==> src/verilog/adc_serial_consts.vh <==
`ifndef ADC_SERIAL_CONSTS_VH
`define ADC_SERIAL_CONSTS_VH
// ****************************************
// register select codes
// ****************************************
`define SEL_COMM      3'h0
`define SEL_SETUP     3'h1
`define SEL_CLOCK     3'h2
`define SEL_DATA      3'h3
`define SEL_TEST      3'h4
`define SEL_NOOP      3'h5
`define SEL_OFFSET    3'h6
`define SEL_GAIN      3'h7
// ****************************************
// command byte fields
// ****************************************
`define CMD_START_BIT 7
`define CMD_SEL_HI    6
`define CMD_SEL_LO    4
`define CMD_DIR_BIT   3
`define CMD_PD_BIT    2
`define CMD_CH_HI     1
`define CMD_CH_LO     0
// ****************************************
// setup and clock register fields
// ****************************************
`define SETUP_SYNC_BIT  0
`define CLK_DIS_BIT     4
`define CLK_HALVE_BIT   3
`define CLK_RATE_HI     2
`define CLK_RATE_LO     0
`define CLK_WR_MASK     8'h1F
// ****************************************
// reset values and widths
// ****************************************
`define RST_SETUP     8'h01
`define RST_CLOCK     8'h05
`define RST_OFFSET    24'h1F_4000
`define RST_GAIN      24'h57_61AB
`define LEN_BYTE      5'h08
`define LEN_HALF      5'h10
`define LEN_WORD      5'h18
`define ONES_RESYNC   6'h20
// ****************************************
// timing: output period in conversion ticks
// ****************************************
`define CONV_TICK_NS  10000
`define SETTLE_SYNC   2'h3
`define SETTLE_FREE   3'h4
`define ODR_P0        13'h1388
`define ODR_P1        13'h0FA0
`define ODR_P2        13'h03E8
`define ODR_P3        13'h01F4
`define ODR_P4        13'h07D0
`define ODR_P5        13'h0683
`define ODR_P6        13'h0190
`define ODR_P7        13'h00C8
`endif

==> src/verilog/adc_serial_register_access.v <==
// Functional notes
// sample data in on sclk rise, cs low
// change data out on sclk fall
// all words shifted msb first
// cs high: output off, pins ignored
// host may tie cs low permanently
// seven registers of 8, 16, 24 bits
// idle expects a command byte write
// command byte then selected register transfer
// back to idle after the transfer
// 32 ones abandon transfer, keep registers
// leading one bits are skipped, not loaded
// status top bit mirrors ready pin
// select field picks the next register
// select code map and reset values
// direction bit: 0 write, 1 read
// power-down bit enters and leaves power-down
// clock output runs in power-down unless disabled
// channel bits pick input and coefficient pair
// code 10 selects noise evaluation input
// output rate from clock and rate bits
// free step settles within four periods
// first result three periods after sync falls
// sync high stops and resets conversion
// only a data read clears ready
// data phase length equals register width
`include "adc_serial_consts.vh"

module adc_serial_register_access #(
  parameter CLK_PERIOD_NS = 5,
  parameter CONV_TICK_DIV = `CONV_TICK_NS / CLK_PERIOD_NS,
  parameter CLOCK_OUTPUT_HALF   = 41
) (
  input  wire        clk,
  input  wire        rst_b,
  input  wire        cs_n,
  input  wire        sclk,
  input  wire        din,
  input  wire [15:0] conv_result,
  output reg         dout,
  output reg         dout_oe,
  output reg         result_ready_n,
  output reg         clock_output,
  output reg         power_down,
  output reg  [1:0]  channel_sel,
  output reg         noise_eval,
  output reg         modulator_reset,
  output reg         result_settled
);

  // ****************************************
  // functions
  // ****************************************
  function [4:0] reg_len;
    input [2:0] sel;
    begin
      case (sel)
        `SEL_DATA:   reg_len = `LEN_HALF;
        `SEL_OFFSET: reg_len = `LEN_WORD;
        `SEL_GAIN:   reg_len = `LEN_WORD;
        `SEL_NOOP:   reg_len = 5'h00;
        default:     reg_len = `LEN_BYTE;
      endcase
    end
  endfunction

  function [1:0] pair_of;
    input [1:0] ch;
    begin
      case (ch)
        2'b01:   pair_of = 2'h1;
        2'b11:   pair_of = 2'h2;
        default: pair_of = 2'h0;
      endcase
    end
  endfunction

  function [12:0] period_of;
    input [2:0] code;
    begin
      case (code)
        3'h0:    period_of = `ODR_P0;
        3'h1:    period_of = `ODR_P1;
        3'h2:    period_of = `ODR_P2;
        3'h3:    period_of = `ODR_P3;
        3'h4:    period_of = `ODR_P4;
        3'h5:    period_of = `ODR_P5;
        3'h6:    period_of = `ODR_P6;
        default: period_of = `ODR_P7;
      endcase
    end
  endfunction

  localparam [2:0] ST_IDLE  = 3'b001;
  localparam [2:0] ST_WRITE = 3'b010;
  localparam [2:0] ST_READ  = 3'b100;

  // ****************************************
  // reset release and pin synchronisers
  // ****************************************
  reg        rst_s1;
  reg        rst_n;
  reg [1:0]  cs_sync;
  reg [2:0]  sclk_sync;
  reg [1:0]  din_sync;

  always @(posedge clk or negedge rst_b) begin
    if (!rst_b) begin
      rst_s1 <= 1'b0;
      rst_n  <= 1'b0;
    end else begin
      rst_s1 <= 1'b1;
      rst_n  <= rst_s1;
    end
  end

  // third stage of sclk only serves the edge detector
  always @(posedge clk or negedge rst_n) begin
    if (!rst_n) begin
      cs_sync   <= 2'b11;
      sclk_sync <= 3'b111;
      din_sync  <= 2'b00;
    end else begin
      cs_sync   <= {cs_sync[0], cs_n};
      sclk_sync <= {sclk_sync[1:0], sclk};
      din_sync  <= {din_sync[0], din};
    end
  end

  wire       cs_act  = ~cs_sync[1];
  wire       din_s   = din_sync[1];
  wire       sck_up  = cs_act & sclk_sync[1] & ~sclk_sync[2];
  wire       sck_dn  = cs_act & ~sclk_sync[1] & sclk_sync[2];

  // ****************************************
  // register file
  // ****************************************
  reg [2:0]  state;
  reg [4:0]  bit_cnt;
  reg [4:0]  len;
  reg [5:0]  ones;
  reg [23:0] in_shift;
  reg [23:0] out_shift;
  reg [2:0]  sel;
  reg        dir;
  reg [7:0]  setup;
  reg [7:0]  clock_reg;
  reg [15:0] data_reg;
  reg [7:0]  test_reg;
  reg [23:0] offset_mem [0:2];
  reg [23:0] gain_mem   [0:2];
  reg        new_result;
  integer    i;

  wire [7:0]  cmd_next = {in_shift[6:0], din_s};
  wire [23:0] wr_val   = {in_shift[22:0], din_s};
  wire [1:0]  pair     = pair_of(channel_sel);
  wire [1:0]  nx_pair  = pair_of(cmd_next[`CMD_CH_HI:`CMD_CH_LO]);
  wire [2:0]  nx_sel   = cmd_next[`CMD_SEL_HI:`CMD_SEL_LO];
  wire [4:0]  nx_len   = reg_len(nx_sel);
  wire        last_bit = (bit_cnt == len - 5'h01);

  reg  [23:0] rd_val;
  always @* begin
    case (nx_sel)
      `SEL_COMM:   rd_val = {result_ready_n, cmd_next[6:0], 16'h0000};
      `SEL_SETUP:  rd_val = {setup, 16'h0000};
      `SEL_CLOCK:  rd_val = {clock_reg, 16'h0000};
      `SEL_DATA:   rd_val = {data_reg, 8'h00};
      `SEL_TEST:   rd_val = {test_reg, 16'h0000};
      `SEL_OFFSET: rd_val = offset_mem[nx_pair];
      `SEL_GAIN:   rd_val = gain_mem[nx_pair];
      default:     rd_val = 24'h00_0000;
    endcase
  end

  // ****************************************
  // serial protocol engine
  // ****************************************
  always @(posedge clk or negedge rst_n) begin
    if (!rst_n) begin
      state       <= ST_IDLE;
      bit_cnt     <= 5'h00;
      len         <= 5'h00;
      ones        <= 6'h00;
      in_shift    <= 24'h00_0000;
      out_shift   <= 24'h00_0000;
      sel         <= `SEL_COMM;
      dir         <= 1'b0;
      power_down  <= 1'b0;
      channel_sel <= 2'b00;
      setup       <= `RST_SETUP;
      clock_reg   <= `RST_CLOCK;
      test_reg    <= 8'h00;
      dout        <= 1'b1;
      for (i = 0; i < 3; i = i + 1) begin
        offset_mem[i] <= `RST_OFFSET;
        gain_mem[i]   <= `RST_GAIN;
      end
    end else begin
      if (sck_dn) begin
        if (state == ST_READ) begin
          dout      <= out_shift[23];
          out_shift <= {out_shift[22:0], 1'b0};
        end else begin
          dout <= 1'b1;
        end
      end
      if (sck_up) begin
        ones <= din_s ? ones + 6'h01 : 6'h00;
        if (din_s && ones == `ONES_RESYNC - 6'h01) begin
          state   <= ST_IDLE;
          bit_cnt <= 5'h00;
          ones    <= 6'h00;
        end else begin
          case (state)
            ST_IDLE: begin
              if (!(bit_cnt == 5'h00 && din_s)) begin
                in_shift <= wr_val;
                bit_cnt  <= bit_cnt + 5'h01;
                if (bit_cnt == 5'h07) begin
                  bit_cnt     <= 5'h00;
                  sel         <= nx_sel;
                  dir         <= cmd_next[`CMD_DIR_BIT];
                  power_down  <= cmd_next[`CMD_PD_BIT];
                  channel_sel <= cmd_next[`CMD_CH_HI:`CMD_CH_LO];
                  len         <= nx_len;
                  out_shift   <= rd_val;
                  if (cmd_next[`CMD_DIR_BIT]) begin
                    state <= (nx_len == 5'h00) ? ST_IDLE : ST_READ;
                  end else if (nx_len != 5'h00 && nx_sel != `SEL_COMM) begin
                    state <= ST_WRITE;
                  end
                end
              end
            end
            ST_WRITE: begin
              in_shift <= wr_val;
              bit_cnt  <= bit_cnt + 5'h01;
              if (last_bit) begin
                state   <= ST_IDLE;
                bit_cnt <= 5'h00;
                case (sel)
                  `SEL_SETUP:  setup <= wr_val[7:0];
                  `SEL_CLOCK:  clock_reg <= wr_val[7:0] & `CLK_WR_MASK;
                  `SEL_TEST:   test_reg <= wr_val[7:0];
                  `SEL_OFFSET: offset_mem[pair] <= wr_val;
                  `SEL_GAIN:   gain_mem[pair] <= wr_val;
                  default:     test_reg <= test_reg;
                endcase
              end
            end
            ST_READ: begin
              bit_cnt <= bit_cnt + 5'h01;
              if (last_bit) begin
                state   <= ST_IDLE;
                bit_cnt <= 5'h00;
              end
            end
            default: begin
              state   <= ST_IDLE;
              bit_cnt <= 5'h00;
            end
          endcase
        end
      end
    end
  end

  wire data_read_done = sck_up & (state == ST_READ) & (sel == `SEL_DATA) & last_bit
                        & ~(din_s && ones == `ONES_RESYNC - 6'h01);

  // ****************************************
  // conversion timing
  // ****************************************
  reg [15:0] tick_cnt;
  reg [12:0] period_cnt;
  reg [2:0]  settle_cnt;
  wire       sync_hi  = setup[`SETUP_SYNC_BIT];
  wire       stopped  = sync_hi | power_down;
  wire [2:0] rate     = clock_reg[`CLK_RATE_HI:`CLK_RATE_LO];
  wire       tick     = (tick_cnt == CONV_TICK_DIV[15:0] - 16'h0001);
  wire       prd_end  = tick & (period_cnt >= period_of(rate) - 13'h0001);

  always @(posedge clk or negedge rst_n) begin
    if (!rst_n) begin
      tick_cnt        <= 16'h0000;
      period_cnt      <= 13'h0000;
      settle_cnt      <= 3'h0;
      new_result      <= 1'b0;
      data_reg        <= 16'h0000;
      result_ready_n  <= 1'b1;
      modulator_reset <= 1'b1;
      noise_eval      <= 1'b0;
      result_settled  <= 1'b0;
    end else begin
      modulator_reset <= stopped;
      noise_eval      <= (channel_sel == 2'b10);
      new_result      <= 1'b0;
      if (stopped) begin
        tick_cnt   <= 16'h0000;
        period_cnt <= 13'h0000;
        settle_cnt <= `SETTLE_SYNC - 3'h1;
      end else begin
        tick_cnt <= tick ? 16'h0000 : tick_cnt + 16'h0001;
        if (tick) begin
          period_cnt <= prd_end ? 13'h0000 : period_cnt + 13'h0001;
        end
        // sync-started filter discards two partial periods
        if (prd_end) begin
          if (settle_cnt != 3'h0) begin
            settle_cnt <= settle_cnt - 3'h1;
          end else begin
            new_result <= 1'b1;
          end
        end
      end
      // a held or restarted filter is unsettled until its first full result
      if (stopped) begin
        result_settled <= 1'b0;
      end else if (new_result) begin
        result_settled <= 1'b1;
      end
      if (new_result) begin
        data_reg       <= conv_result;
        result_ready_n <= 1'b0; // new data wins over a clearing read
      end else if (data_read_done) begin
        result_ready_n <= 1'b1;
      end
    end
  end

  // ****************************************
  // clock output and pin enables
  // ****************************************
  reg [7:0] co_cnt;
  always @(posedge clk or negedge rst_n) begin
    if (!rst_n) begin
      co_cnt       <= 8'h00;
      clock_output <= 1'b0;
      dout_oe      <= 1'b0;
    end else begin
      dout_oe <= cs_act;
      // power-down does not stop this divider on purpose
      if (clock_reg[`CLK_DIS_BIT]) begin
        co_cnt       <= 8'h00;
        clock_output <= 1'b0;
      end else if (co_cnt == CLOCK_OUTPUT_HALF[7:0] - 8'h01) begin
        co_cnt       <= 8'h00;
        clock_output <= ~clock_output;
      end else begin
        co_cnt <= co_cnt + 8'h01;
      end
    end
  end

endmodule
==> config.mk <==
export PLATFORM = sky130hd
export DESIGN_NAME = adc_serial_register_access
export DESIGN_NICKNAME = d
export VERILOG_FILES = /design/src/verilog/adc_serial_register_access.v
export VERILOG_INCLUDE_DIRS = /design/src /design/src/verilog
export SDC_FILE = /design/constraint.sdc
export NUM_CORES = 1
export LEC_CHECK = 0
export BUFFER_PORTS_ARGS = -buffer_cell sky130_fd_sc_hd__clkbuf_2
export CORE_MARGIN = 2
export CORE_UTILIZATION = 65
export DETAILED_ROUTE_END_ITERATION = 16
export PLACE_DENSITY = 0.82
export SYNTH_ARGS = -nofsm -noshare
export SYNTH_HDL_FRONTEND = slang
export SYNTH_SLANG_ARGS = --single-unit
==> constraint.sdc <==
create_clock -name clk -period 26.3 [get_ports clk]
set_input_delay 5.26 -clock clk [delete_from_list [all_inputs] [get_ports clk]]
set_output_delay 5.26 -clock clk [all_outputs]
set_load 0.01 [all_outputs]
==> impl.org <==
** Timing
- Setup violators final :: 0
- Setup repair after global routing left no endpoint under its margin.
- Skew final :: 0.0300 ns
- Maximum achievable frequency :: 0.155 GHz
- Number of pins exceeding their max-slew limit in the final report :: 0
- Slew at the pin closest to its max-slew limit :: 1.10 ns
- Tmin final :: 6.47 ns
- Share of the cycle needed by the critical path after routing :: 0.246
- Final total negative setup slack :: 0 ns
- Crit path setup slack, layout :: 19.83 ns
- The hold violation count in the final report was 0.
- Headroom to the max-slew limit came out at 0.270.

** Clock tree
- Clock sink count :: 307
- Post-cts resize count :: 0
- H-tree depth reported by CTS :: 2
- TritonCTS built the clock tree.
- Post-CTS timing repair inserted 0 buffers for setup.
- Root Buffer Master :: sky130_fd_sc_hd__clkbuf_16
- Clock-pin slew was measured on the worst setup and hold paths at 0.06 ns.
- Number of buffers inserted by hold repair at cts :: 0
- Number of buffers on the longest clock path :: 3
- The later pin in the worst-skew pair is clocked with a latency of 0.53 ns.
- TritonCTS created 34 clock buffers.

** Yosys
- After synthesis, the netlist uses 70 different library cells.
- Main synth FF type :: sky130_fd_sc_hd__dfrtp_1
- Post-synth EDFFs :: 0
- The cell count after synthesis came out at 1180.
- Counting flops and latches in the post-synthesis netlist gives 307.
- For this run, the number of Yosys warnings is 0.
- For this run, asynchronously set or reset flops after synthesis account for 1.00.
- Total nets after synthesis :: 1224
- After synthesis the cells add up to 0.0145 mm2.
- Average size of a mapped cell :: 12.2 um2
- Sequential area share after synthesis :: 0.538

** Floorplan
- I/O pin cnt :: 31
- Std-Cell Rows :: 54
- Starting utilization of the core area :: 0.662
- In this run the standard cell core region covers 0.0218 mm2.
- X dimension of the die :: 153 um
- The floorplan step set the die height to 153 um.
- DIE AREA :: 0.0234 mm2

** Min path
- Worst hold-check path type :: flip-flop to flip-flop
- Min-Delay Endpoint :: rst_n
- Count of cells along the worst hold path :: 0
- The startpoint identified for the worst hold timing path is rst_s1.

** Final layout
- Share of final-layout standard cells stronger than drive strength 1 :: 0.333
- Once layout is complete, the cells apart from fillers number 1501.
- At the end of the flow the core is filled with cells to 0.732.
- The library cell used most frequently in the layout, excluding fill and tap cells, is sky130_fd_sc_hd__dfrtp_1.
- The area growth from synthesis to layout is 10.6%.
- For this run, the post-layout net count is 1240.
- In the layout the commonest cells are 234 x sky130_fd_sc_hd__dfrtp_1, 211 x sky130_fd_sc_hd__mux2_2, 81 x sky130_fd_sc_hd__nand2_1.
- Top Registers :: gain_mem (72), offset_mem (72), out_shift (24)
- Inserted Diodes :: 0

** Critical path
- For the worst setup path, the data arrival time is 1.21 ns.
- STA classifies the critical path endpoint as an output pin.
- The critical path in this run is classified as flip-flop to output pin.
- Data required time of the critical path :: 21.04 ns
- Counting both buffers and inverters, the worst setup path holds a total of 1.
- Startpoint Class :: flip-flop
- Endpoint of the worst-slack reg-to-reg timing path :: in_shift[9]
- In this run the register-to-register setup slack is 23.18 ns.
- Cell with the largest stage delay on the worst path :: sky130_fd_sc_hd__dfrtp_1
- Walking the worst path, the cells encountered are clkbuf_2.
- On the worst path, the slowest cell contributes a delay of 0.49 ns.
- CP delay by family, top :: flip-flops
- Along the worst path, the maximum fanout reaches 6.
- Reg2reg start :: din_sync[1]
- Worst reg-to-reg path cell count :: 7

** Drt
- Iter 0 DRT Violations :: 561
- Number of remaining DRC errors :: 0
- In the final routed layout, each cell accounts on average for 19.9 um.
- The pre-antenna-repair detailed-routing pass consisted of 5 iterations.
- Routed wire length :: 29900 um
- Via-per-instance ratio :: 6.17
- Via count of the routed design :: 9263
- The count of nets left with antenna violations once routing finished came out at 0.

** Power and ir drop
- The design draws 0.00112 W.
- Highest ir drop seen on vdd :: 49.9 uV
- The analysis attributes to cell leakage a power of 7.56 nW.
- In this run the power density over the cells is 70.0 mW/mm2.

** Placed design
- Number of cells in the design after placement :: 1440
- Prior to clock tree synthesis, the placed netlist has a worst setup slack of 20.35 ns.
- The congestion estimate from routability-driven global placement came to 0.821.
- The HPWL after detailed placement is 17600 um.
- During placement, the flow inserted port buffers numbering 30.

** GRT
- The via count of the first global-routing pass was 9526.
- Initial antenna violation count :: 0
- Entering global routing, the biggest net connects 189 pins.
- Global routing finished with a remaining overflow of 0.
- The first global-routing pass estimated 49800 um of wire.
- In the global route stage, overall resource usage came out at 0.263.

** Status
- Outcome :: finished clean

** Flow run
- Number of violations of the max-capacitance limit :: 0
[report_power, final]
| group | switching, W | leakage (nW) | internal [W] |
|---|---|---|---|
| sequential | 0.0000247 | 3.91 | 0.000485 |
| clock | 0.000189 | 0.580 | 0.000304 |
| combinational | 0.0000709 | 3.07 | 0.0000443 |
| total | 0.000284 | 7.56 | 0.000834 |
[per-stage QoR]
stage | hold slack [ns] | instance area [um2]
after global routing | 0.362 | 16000
after CTS | 0.351 | 16000
after detailed placement | 0.335 | 14800
after floorplan | 0.331 | 14500
after global placement | 0.344 | 14800
final | 0.350 | 16000
[worst max path at each step]
stage	start	depth (start not counted)	slack, ns	end
floorplan	rst_n	0	17.23	bit_cnt[0]
global placement	channel_sel[1]	1	20.37	channel_sel[1]
detailed placement	channel_sel[1]	1	20.35	channel_sel[1]
CTS	channel_sel[1]	1	19.81	channel_sel[1]
global route	channel_sel[1]	1	19.79	channel_sel[1]
finish	channel_sel[1]	1	19.83	channel_sel[1]
[cell usage after synthesis, drive strengths merged, types with 15 or more instances]
| cell type | number | share of area |
|---|---|---|
| nand2 | 81 | 0.021 |
| dfstp | 69 | 0.13 |
| inv | 19 | 0.0049 |
| ha | 23 | 0.020 |
| xor2 | 20 | 0.012 |
| a22oi | 17 | 0.0088 |
| a21oi | 33 | 0.011 |
| mux2 | 211 | 0.16 |
| o22ai | 15 | 0.0065 |
| mux2i | 69 | 0.048 |
| dfrtp | 238 | 0.41 |
| nand3 | 23 | 0.0080 |
| clkbuf | 42 | 0.011 |
| buf | 24 | 0.011 |
| o21ai | 49 | 0.017 |
| nor2 | 79 | 0.021 |
[final cells by class]
| type | instances | area, um2 |
|---|---|---|
| Sequential cell | 307 | 7780 |
| Multi-Input combinational cell | 787 | 6320 |
| Fill cell | 1433 | 5850 |
| Clock buffer | 50 | 1000 |
| Tap cell | 280 | 350 |
| Timing Repair Buffer | 46 | 283 |
| Clock inverter | 11 | 174 |
| Inverter | 20 | 75.1 |
[kinds of logic after synthesis]
group                    count (synthesis)  synth area share
multiplexers                           289             0.226
adder cells (fa/ha/maj)                 23            0.0199
other                                    1          0.000260
XOR/XNOR                                29            0.0176
AO/OA/AOI/OAI                          169            0.0739
AND/OR/NAND/NOR                        276            0.0974
flip-flops                             307             0.538
buffers and inverters                   86            0.0270
[layer usage]
layer | vias to the layer above | share of wire | track usage
met2 | 201 | 0.49 | 0.433
met5 | - | 0 | 0
met3 | 58 | 0.039 | 0.0369
met4 | 0 | 0.027 | 0.0930
met1 | 4723 | 0.44 | 0.363
li1 | 4281 | - | -
No activity file was read; power rests on OpenSTA's default activity.
